### src/verilog/rale_defs.svh
// constants for the lamp and alarm encoder: offsets, fields, timings
// assumes pclk at 100 MHz and an APB master in front of the block
//
// Behaviour
// RULE1 - warn: amber on, warning low; shutdown: output dark, red, all low
// RULE2 - input out of limits: input blinks, rest dark, fault, warning high
// RULE3 - internal shutdown: input, red lit; fault and power-fail low
// RULE4 - non-shutdown internal fault: input, output, red lit, fault low
// RULE5 - service request in two-wire mode blinks amber, alarms high
// RULE6 - comms fault in serial-link mode blinks red, alarms high
// RULE7 - input absent: all lamps dark, power-fail low, others high
// RULE8 - power-fail follows boost decay, not input regulation window
// RULE9 - overcurrent blinks output, standby darkens it; power-fail low
// RULE10 - normal: input, output lamps only; presence low when installed
// RULE11 - external faults never light red, drive fault or raise bus alarm
// RULE12 - power-fail goes low about 5 ms before output decays
`ifndef RALE_DEFS_SVH
`define RALE_DEFS_SVH

`define RALE_CLK_HZ 100000000
`define RALE_BLINK_MS 250
`define RALE_BLINK_CYC ((`RALE_CLK_HZ / 1000) * `RALE_BLINK_MS)

`define RALE_OFF_COND 12'h000
`define RALE_OFF_MODE 12'h004
`define RALE_OFF_LAMP 12'h008
`define RALE_OFF_STAT 12'h00c
`define RALE_OFF_MASK 12'h010

// condition bit positions
`define RALE_C_INPUT_OK 0
`define RALE_C_INPUT_PRESENT 1
`define RALE_C_THERM_WARN 2
`define RALE_C_THERM_SHUT 3
`define RALE_C_FAN 4
`define RALE_C_FUSE 5
`define RALE_C_BOOST 6
`define RALE_C_OVLATCH 7
`define RALE_C_OVERCUR 8
`define RALE_C_STANDBY 9
`define RALE_C_INTFAULT 10
`define RALE_C_SERVICE 11
`define RALE_C_COMMS 12
`define RALE_C_BOOST_LOW 13
`define RALE_COND_W 14

`define RALE_STAT_W 4

`endif

### src/verilog/rale_pkg.sv
// types for the lamp and alarm encoder
// assumes nothing beyond a SystemVerilog compiler
package rale_pkg;
	typedef enum logic [1:0] {
		RALE_MODE_ANALOG = 2'b00,
		RALE_MODE_TWO_WIRE = 2'b01,
		RALE_MODE_SERIAL = 2'b10
	} rale_mode_type;
	typedef enum logic [1:0] {
		RALE_LAMP_OFF = 2'b00,
		RALE_LAMP_ON = 2'b01,
		RALE_LAMP_BLINK = 2'b10
	} rale_lamp_type;
endpackage
### src/verilog/rale_encoder.sv
// status lamp and alarm encoder of a power module, registers on APB
// assumes condition flags arrive either by register or by pins from
// monitors in other domains; pins are synchronised here
//
// The register addresses and the APB interface to the registers were left to the implementer.
`timescale 1ns/100ps
`include "rale_defs.svh"
module rale_encoder import rale_pkg::*; #(
	parameter int BLINK_CYC = `RALE_BLINK_CYC
) (
	input wire logic pclk,
	input wire logic presetn,
	input wire logic psel,
	input wire logic penable,
	input wire logic pwrite,
	input wire logic [11:0] paddr,
	input wire logic [31:0] pwdata,
	output logic [31:0] prdata,
	output logic pready,
	output logic pslverr,
	input wire logic [`RALE_COND_W-1:0] cond_pins,
	input wire logic unit_installed,
	output logic lamp_input,
	output logic lamp_output,
	output logic lamp_service,
	output logic lamp_fault,
	output logic fault_n,
	output logic fault_oe,
	output logic overtemp_warning_n,
	output logic overtemp_warning_oe,
	output logic power_fail_warning,
	output logic power_fail_warning_oe,
	output logic unit_inserted_flag,
	output logic bus_alarm,
	output logic irq
);
	if (BLINK_CYC < 2) begin : gen_blink_check
		$error("BLINK_CYC too small");
	end

	// ****************************************
	// synchronisers
	// ****************************************
	logic [`RALE_COND_W-1:0] cond_meta;
	logic [`RALE_COND_W-1:0] cond_sync;
	logic inst_meta;
	logic inst_sync;
	always_ff @(posedge pclk or negedge presetn) begin
		if (!presetn) begin
			cond_meta <= '0;
			cond_sync <= '0;
			inst_meta <= 1'b0;
			inst_sync <= 1'b0;
		end else begin
			cond_meta <= cond_pins;
			cond_sync <= cond_meta;
			inst_meta <= unit_installed;
			inst_sync <= inst_meta;
		end
	end

	// ****************************************
	// registers
	// ****************************************
	logic [`RALE_COND_W-1:0] cond_force;
	rale_mode_type mode;
	logic [`RALE_STAT_W-1:0] status;
	logic [`RALE_STAT_W-1:0] mask;
	logic wr;
	logic rd;
	logic [`RALE_STAT_W-1:0] events;
	assign wr = psel && penable && pwrite;
	assign rd = psel && penable && !pwrite;
	assign pready = 1'b1;
	assign pslverr = psel && penable && !(paddr == `RALE_OFF_COND
		|| paddr == `RALE_OFF_MODE || paddr == `RALE_OFF_LAMP
		|| paddr == `RALE_OFF_STAT || paddr == `RALE_OFF_MASK);

	always_ff @(posedge pclk or negedge presetn) begin
		if (!presetn)
			cond_force <= '0;
		else if (wr && paddr == `RALE_OFF_COND)
			cond_force <= pwdata[`RALE_COND_W-1:0];
	end

	always_ff @(posedge pclk or negedge presetn) begin
		if (!presetn)
			mode <= RALE_MODE_ANALOG;
		else if (wr && paddr == `RALE_OFF_MODE && pwdata[1:0] != 2'b11)
			mode <= rale_mode_type'(pwdata[1:0]);
	end

	always_ff @(posedge pclk or negedge presetn) begin
		if (!presetn)
			mask <= '0;
		else if (wr && paddr == `RALE_OFF_MASK)
			mask <= pwdata[`RALE_STAT_W-1:0];
	end

	// set wins over a write-one clear in the same cycle
	always_ff @(posedge pclk or negedge presetn) begin
		if (!presetn)
			status <= '0;
		else if (wr && paddr == `RALE_OFF_STAT)
			status <= (status & ~pwdata[`RALE_STAT_W-1:0]) | events;
		else
			status <= status | events;
	end
	assign irq = |(status & mask);

	// ****************************************
	// condition decode
	// ****************************************
	logic [`RALE_COND_W-1:0] c;
	assign c = cond_sync | cond_force;
	logic in_ok, in_present, tw, ts, shut_int, ovc, stby, intf, svc;
	logic comms, boost_low;
	assign in_ok = c[`RALE_C_INPUT_OK];
	assign in_present = c[`RALE_C_INPUT_PRESENT] | in_ok;
	assign tw = c[`RALE_C_THERM_WARN];
	assign ts = c[`RALE_C_THERM_SHUT];
	assign shut_int = c[`RALE_C_FAN] | c[`RALE_C_FUSE] | c[`RALE_C_BOOST]
		| c[`RALE_C_OVLATCH];
	assign ovc = c[`RALE_C_OVERCUR];
	assign stby = c[`RALE_C_STANDBY];
	assign intf = c[`RALE_C_INTFAULT];
	assign svc = c[`RALE_C_SERVICE] && mode == RALE_MODE_TWO_WIRE;
	assign comms = c[`RALE_C_COMMS] && mode == RALE_MODE_SERIAL;
	assign boost_low = c[`RALE_C_BOOST_LOW];

	// ****************************************
	// blink divider
	// ****************************************
	logic [31:0] blink_cnt;
	logic blink;
	always_ff @(posedge pclk or negedge presetn) begin
		if (!presetn) begin
			blink_cnt <= '0;
			blink <= 1'b0;
		end else if (blink_cnt == 32'(BLINK_CYC - 1)) begin
			blink_cnt <= '0;
			blink <= ~blink;
		end else begin
			blink_cnt <= blink_cnt + 32'h1;
		end
	end

	// ****************************************
	// lamp and alarm priority encoder
	// ****************************************
	rale_lamp_type l_in, l_out, l_svc, l_red;
	logic n_fault, n_otw, n_power_fail;
	always_comb begin
		l_in = RALE_LAMP_ON;
		l_out = RALE_LAMP_ON;
		l_svc = RALE_LAMP_OFF;
		l_red = RALE_LAMP_OFF;
		n_fault = 1'b1;
		n_otw = 1'b1;
		// power-fail tracks boost decay, which leads output decay by ~5 ms
		n_power_fail = !boost_low; // RULE8 RULE12
		if (!in_present) begin
			l_in = RALE_LAMP_OFF; // RULE7
			l_out = RALE_LAMP_OFF;
			n_power_fail = 1'b0;
		end else if (ts) begin
			l_out = RALE_LAMP_OFF; // RULE1
			l_svc = RALE_LAMP_ON;
			l_red = RALE_LAMP_ON;
			n_fault = 1'b0;
			n_otw = 1'b0;
			n_power_fail = 1'b0;
		end else if (shut_int) begin
			l_out = RALE_LAMP_OFF; // RULE3
			l_red = RALE_LAMP_ON;
			n_fault = 1'b0;
			n_power_fail = 1'b0;
		end else if (!in_ok) begin
			// external fault: no red, no fault line
			l_in = RALE_LAMP_BLINK; // RULE2 RULE11
			l_out = RALE_LAMP_OFF;
		end else if (tw) begin
			l_svc = RALE_LAMP_ON; // RULE1
			n_otw = 1'b0;
		end else if (ovc) begin
			l_out = RALE_LAMP_BLINK; // RULE9 RULE11
			n_power_fail = 1'b0;
		end else if (stby) begin
			l_out = RALE_LAMP_OFF; // RULE9
			n_power_fail = 1'b0;
		end else if (intf) begin
			l_red = RALE_LAMP_ON; // RULE4
			n_fault = 1'b0;
		end else if (svc) begin
			l_svc = RALE_LAMP_BLINK; // RULE5
		end else if (comms) begin
			l_red = RALE_LAMP_BLINK; // RULE6
		end
	end

	function automatic logic lamp_drive(rale_lamp_type s, logic b);
		return (s == RALE_LAMP_ON) || (s == RALE_LAMP_BLINK && b);
	endfunction

	// RULE10: normal state falls through the encoder defaults
	always_ff @(posedge pclk or negedge presetn) begin
		if (!presetn) begin
			lamp_input <= 1'b0;
			lamp_output <= 1'b0;
			lamp_service <= 1'b0;
			lamp_fault <= 1'b0;
			fault_n <= 1'b1;
			overtemp_warning_n <= 1'b1;
			power_fail_warning <= 1'b1;
			unit_inserted_flag <= 1'b1;
			bus_alarm <= 1'b0;
		end else begin
			lamp_input <= lamp_drive(l_in, blink);
			lamp_output <= lamp_drive(l_out, blink);
			lamp_service <= lamp_drive(l_svc, blink);
			lamp_fault <= lamp_drive(l_red, blink);
			fault_n <= n_fault;
			overtemp_warning_n <= n_otw;
			power_fail_warning <= n_power_fail;
			unit_inserted_flag <= !inst_sync; // RULE10
			bus_alarm <= !n_fault; // RULE11
		end
	end
	// open-drain: enable while pulling low
	assign fault_oe = !fault_n;
	assign overtemp_warning_oe = !overtemp_warning_n;
	assign power_fail_warning_oe = !power_fail_warning;

	// events: fault, thermal warning, power-fail, presence change
	logic prev_inst;
	always_ff @(posedge pclk or negedge presetn) begin
		if (!presetn)
			prev_inst <= 1'b0;
		else
			prev_inst <= inst_sync;
	end
	assign events = {prev_inst != inst_sync,
		!n_power_fail && power_fail_warning,
		!n_otw && overtemp_warning_n, !n_fault && fault_n};

	always_comb begin
		prdata = 32'h0;
		if (rd) begin
			unique case (paddr)
			`RALE_OFF_COND: prdata = 32'(c);
			`RALE_OFF_MODE: prdata = 32'(mode);
			`RALE_OFF_LAMP: prdata = {22'h0, !unit_inserted_flag,
				!power_fail_warning, !overtemp_warning_n, !fault_n,
				lamp_fault, lamp_service, lamp_output, lamp_input,
				l_red == RALE_LAMP_BLINK, l_svc == RALE_LAMP_BLINK};
			`RALE_OFF_STAT: prdata = 32'(status);
			`RALE_OFF_MASK: prdata = 32'(mask);
			default: prdata = 32'h0;
			endcase
		end
	end

	// ****************************************
	// checks
	// ****************************************
	// chk_quiet: no condition that ranks above service and comms in the priority chain is active
	logic chk_quiet;
	assign chk_quiet = in_ok && !ts && !shut_int && !tw && !ovc && !stby
		&& !intf;
	AST_RED_EXTERNAL: assert property ( // RULE11
		@(posedge pclk) disable iff (!presetn)
		in_present && !in_ok && !ts && !shut_int
		|=> !lamp_fault && fault_n)
		else $error("red lamp lit on external fault");
	AST_BUS_QUIET: assert property ( // RULE11
		@(posedge pclk) disable iff (!presetn)
		in_present && !in_ok && !ts && !shut_int |=> !bus_alarm)
		else $error("bus alarm raised on external fault");
	AST_PF_ABSENT: assert property ( // RULE7
		@(posedge pclk) disable iff (!presetn)
		!in_present |=> !power_fail_warning && !lamp_input)
		else $error("input absent not shown");
	AST_ABSENT_DARK: assert property ( // RULE7
		@(posedge pclk) disable iff (!presetn)
		!in_present |=> !lamp_output && !lamp_service && !lamp_fault
		&& fault_n && overtemp_warning_n)
		else $error("lamp or alarm active with input absent");
	AST_SHUT: assert property ( // RULE1
		@(posedge pclk) disable iff (!presetn)
		in_present && ts
		|=> !fault_n && !overtemp_warning_n && !power_fail_warning
		&& lamp_fault && lamp_service && !lamp_output)
		else $error("thermal shutdown not shown");
	AST_THERM_WARN: assert property ( // RULE1
		@(posedge pclk) disable iff (!presetn)
		in_ok && !ts && !shut_int && tw
		|=> !overtemp_warning_n && fault_n && lamp_service
		&& lamp_input && lamp_output && !lamp_fault)
		else $error("thermal warning not shown");
	AST_INTFAIL: assert property ( // RULE3
		@(posedge pclk) disable iff (!presetn)
		in_present && !ts && shut_int
		|=> !fault_n && !power_fail_warning && overtemp_warning_n
		&& lamp_input && lamp_fault && !lamp_output && !lamp_service)
		else $error("internal shutdown not shown");
	AST_OUT_LIMITS: assert property ( // RULE2
		@(posedge pclk) disable iff (!presetn)
		in_present && !in_ok && !ts && !shut_int
		|=> lamp_input == $past(blink) && !lamp_output && !lamp_service
		&& overtemp_warning_n)
		else $error("input out of limits not shown");
	AST_PRES: assert property ( // RULE10
		@(posedge pclk) disable iff (!presetn)
		$rose(inst_sync) |=> !unit_inserted_flag)
		else $error("presence flag wrong");
	AST_PRES_MISSING: assert property ( // RULE10
		@(posedge pclk) disable iff (!presetn)
		$fell(inst_sync) |=> unit_inserted_flag)
		else $error("missing unit not flagged");
	AST_BOOST: assert property ( // RULE8
		@(posedge pclk) disable iff (!presetn)
		boost_low |=> !power_fail_warning)
		else $error("power-fail missed boost decay");
	AST_NOTWARN: assert property ( // RULE4
		@(posedge pclk) disable iff (!presetn)
		in_ok && !ts && !shut_int && !tw && intf && !ovc && !stby
		|=> !fault_n && overtemp_warning_n && lamp_output && lamp_fault)
		else $error("non-shutdown fault wrong");
	AST_OVERCUR: assert property ( // RULE9
		@(posedge pclk) disable iff (!presetn)
		in_ok && !ts && !shut_int && !tw && ovc
		|=> lamp_output == $past(blink) && lamp_input
		&& !power_fail_warning && fault_n && !lamp_fault)
		else $error("over-current not shown");
	AST_STANDBY: assert property ( // RULE9
		@(posedge pclk) disable iff (!presetn)
		in_ok && !ts && !shut_int && !tw && !ovc && stby
		|=> !lamp_output && lamp_input && !power_fail_warning && fault_n)
		else $error("standby not shown");
	AST_SERVICE: assert property ( // RULE5
		@(posedge pclk) disable iff (!presetn)
		chk_quiet && svc
		|=> lamp_service == $past(blink) && lamp_output && !lamp_fault
		&& fault_n && overtemp_warning_n)
		else $error("service request not shown");
	AST_COMMS: assert property ( // RULE6
		@(posedge pclk) disable iff (!presetn)
		chk_quiet && !svc && comms
		|=> lamp_fault == $past(blink) && lamp_output && !lamp_service
		&& fault_n && overtemp_warning_n)
		else $error("comms fault not shown");
	AST_NORMAL: assert property ( // RULE10
		@(posedge pclk) disable iff (!presetn)
		chk_quiet && !svc && !comms && !boost_low
		|=> lamp_input && lamp_output && !lamp_service && !lamp_fault
		&& fault_n && overtemp_warning_n && power_fail_warning)
		else $error("normal state not shown");
	AST_IRQ: assert property ( // RULE4
		@(posedge pclk) disable iff (!presetn)
		$fell(fault_n) && mask[0] |-> irq)
		else $error("fault event lost");
	// a clear write must never swallow an event of the same cycle
	AST_SET_WINS: assert property (
		@(posedge pclk) disable iff (!presetn)
		events != '0 |=> (status & $past(events)) == $past(events))
		else $error("status event lost to clear");
endmodule

### config.mk
export PLATFORM = sky130hd
export DESIGN_NAME = rale_encoder
export DESIGN_NICKNAME = d
export VERILOG_FILES = /design/src/verilog/rale_pkg.sv /design/src/verilog/rale_encoder.sv
export VERILOG_INCLUDE_DIRS = /design/src /design/src/verilog
export SDC_FILE = /design/constraint.sdc
export NUM_CORES = 1
export LEC_CHECK = 0
export ABC_AREA = 1
export BUFFER_PORTS_ARGS = -buffer_cell sky130_fd_sc_hd__buf_2
export CORE_MARGIN = 2
export CORE_UTILIZATION = 34
export DETAILED_ROUTE_END_ITERATION = 8
export GPL_ROUTABILITY_DRIVEN = 0
export PLACE_DENSITY = 0.52
export REMOVE_ABC_BUFFERS = 1
export SETUP_SLACK_MARGIN = 0.05
export SKIP_CTS_REPAIR_TIMING = 1
export SYNTH_ARGS = -nofsm -noshare
export SYNTH_HDL_FRONTEND = slang
export SYNTH_SLANG_ARGS = --single-unit
### constraint.sdc
create_clock -name pclk -period 2.2 [get_ports pclk]
set_input_delay 0.33 -clock pclk [delete_from_list [all_inputs] [get_ports pclk]]
set_output_delay 0.33 -clock pclk [all_outputs]
set_load 0.1 [all_outputs]
==> out/summary.txt <==
Outcome: finished with violations
Violated checks: negative setup slack
Setup violators final: 1
Ant. Diodes: 0
Skew-Pair Late Insertion Delay: 0.35 ns
Total power: 3.78 mW
Ranking of synthesized cells by area: dfrtp_1, nand2_1, nor2_1
Critical path, cell by cell: nor2_2 -> nand2_1 -> nor2_4 -> nand3b_1 -> nor2_2 -> nand2_1 -> a21oi_2 -> buf_12
Yosys warns: 0
CP max FO: 3
Critical path class: reg -> out
Slowest cell on crit path: dfrtp_1
Finished layout cell area: 5910 um^2
CTS tree: done
Initial Util: 34.5%
Sink Count: 97
Most frequent cell after synthesis: nand2_1
DP Area: 5520 um^2
Nets@finish: 740
Largest net degree at the start of global routing: 47
Worst-path clk slew: 0.07 ns
Fillers: 1395
Slew headroom: 62.9%
Multi-input gate area: 1950 um^2
TritonRoute pass-1 iters: 4
Vias per inst: 4.60
Mapped Area: 4740 um^2
Worst Hold Class: in -> reg
Avg Inst Size Synth: 8.10 um^2
Leak: 2.82 nW
H-tree depth: 3
Die ar.: 14900 um^2
Worst vdd ir: 0.251 mV
Starting DRC count in detailed routing: 236
Post-synthesis register bit count: 97
Critical path data arrival time: 1.91 ns
Max-cap violations: 0
Top post-synthesis cells by count: nand2_1, dfrtp_1, nor2_1, inv_1, nand3_1
Post-synth ARST share: 100%
Max Root-Sink Buffers: 2
Hold WS: 0.0823 ns
Fmax: 0.447 GHz
Syn Inst Count: 585
Worst Clk Skew: 0.0116 ns
Tmin final: 2.24 ns
Layout cells sized above 1: 20.9%
Primary FF master, synth: dfrtp_1
Aggregate global-route resource usage: 16.3%
Data required, critical path: 1.87 ns
Distinct cells, synth: 34
First-pass GRT wire length: 18700 um
Slew @ Worst Pin: 0.552 ns
Wire per inst: 13.4 um
Fin Setup TNS: -0.0376 ns
P per Cell Area: 640 nW/um^2
Grt ovf: 0
Total area of sequential cells: 2430 um^2
Post-layout util: 43.1%
# rows: 43
Unrepaired setup endpoints after global routing: yes
Initial antenna violation count: 0
Core area: 13700 um^2
CP Launch Type: flop
Antenna viol nets, final: 0
Fin. Hold Viols: 0
Post-synth top area share: 49.1%
Root buf cell: clkbuf_16
Die X: 122 um
DRT Wirelength: 11500 um
Clock buffer count from CTS: 9
IO buf count: 73
Area Growth Syn to Fin: 24.8%
Crit path capture type: primary output
Dpl hpwl: 9020 um
Drt drc: 0
Register area share after synthesis: 51.3%
CP max stage delay: 0.38 ns
EDFF count, synth: 0
Fin worst setup slack: -0.0376 ns
Final Max Slew Viols: 0
Die height: 122 um
Vias in the first global route: 3830
I/O pins: 111
Leading area contributor after synthesis: dfrtp_1
DR vias: 3957
Final period util: 102%
==> per-layer routing <==
layer	track usage, %	wire [um]	up-vias
li1	-	-	1972
met1	20.1	5040	1852
met2	28.0	5570	113
met3	2.81	663	20
met4	7.33	267	0
met5	0	0	-
==> final cells by class <==
cell class,instances,area share [%]
Sequential cell,97,41.1
Multi-Input combinational cell,402,33.0
Timing Repair Buffer,86,12.0
Inverter,79,5.01
Clock buffer,12,4.17
Tap cell,180,3.81
Clock inverter,4,0.910
==> placed cells by master, fill, tap and decap left out, types with 3 or more instances in the layout <==
master,synthesis,routed
nand2_1,138,138
dfrtp_1,93,93
nor2_1,92,77
inv_1,74,74
buf_2,0,57
nand3_1,40,40
o21ai_0,24,24
nor3_1,23,22
conb_1,2,19
nor2_2,3,17
xor2_1,16,16
buf_12,0,16
buf_4,19,11
clkbuf_16,0,9
nand4_1,8,8
inv_2,5,5
nor2_4,4,5
nor3_2,3,4
xnor2_1,4,4
dfstp_2,4,4
o21ai_1,3,3
nand2_2,3,3
o21a_1,3,3
==> cells by family after synthesis <==
family	after synthesis	share of synthesized area, %
adders and majority gates	1	0.264
other	2	0.159
xor gates and xnor gates	20	3.70
AOI/OAI and AO/OA	41	4.89
buffers and inverters	103	10.1
and+or+nand+nor	321	29.5
DFF	97	51.3
==> registers in the layout, indices dropped and copies added, names as in the netlist <==
signal	cells
inst_sync	1
lamp_service	1
unit_inserted_flag	1
mode	2
lamp_fault	1
status	4
cond_force	14
fault_n	1
inst_meta	1
mask	4
power_fail_warning	1
cond_meta	14
prev_inst	1
lamp_input	1
overtemp_warning_n	1
lamp_output	1
cond_sync	14
bus_alarm	1
blink	1
blink_cnt	32
==> report_power, final <==
part	switching, mW	internal, mW	total [mW]
sequential	0.0143	1.82	1.83
combinational	0.300	0.0627	0.363
clock	0.670	0.915	1.59
total	0.985	2.80	3.78
==> per-stage QoR <==
| stage | std cells | worst slack (ns) |
|---|---|---|
| after detailed placement | 840 | 0.0799 |
| after global placement | 840 | 0.112 |
| after floorplan | 578 | -0.873 |
| final | 860 | -0.0376 |
| after CTS | 856 | -0.222 |
| after global routing | 860 | -0.135 |
==> worst max-delay path, delay by kind of cell, from the launching register on <==
| family | cells | cell delay (ns) |
|---|---|---|
| AO/OA/AOI/OAI | 1 | 0.18 |
| buffers and inverters | 1 | 0.20 |
| flip-flops | 1 | 0.38 |
| AND/OR/NAND/NOR | 6 | 0.81 |
==> worst paths after layout <==
path / from / end / slack, ns / cells after the start
hold / removal: cond_pins[2] / cond_meta[2] / 0.08 / 1
max in group asynchronous: presetn / fault_n / 1.05 / 3
setup reg to reg: blink_cnt[0] / blink_cnt[14] / 0.46 / 8
hold reg to reg: cond_meta[0] / cond_sync[0] / 0.34 / 0
setup / recovery: cond_sync[7] / prdata[1] / -0.04 / 8
min in group asynchronous: presetn / mask[3] / 0.49 / 2
(Power assumes the default switching activity.)
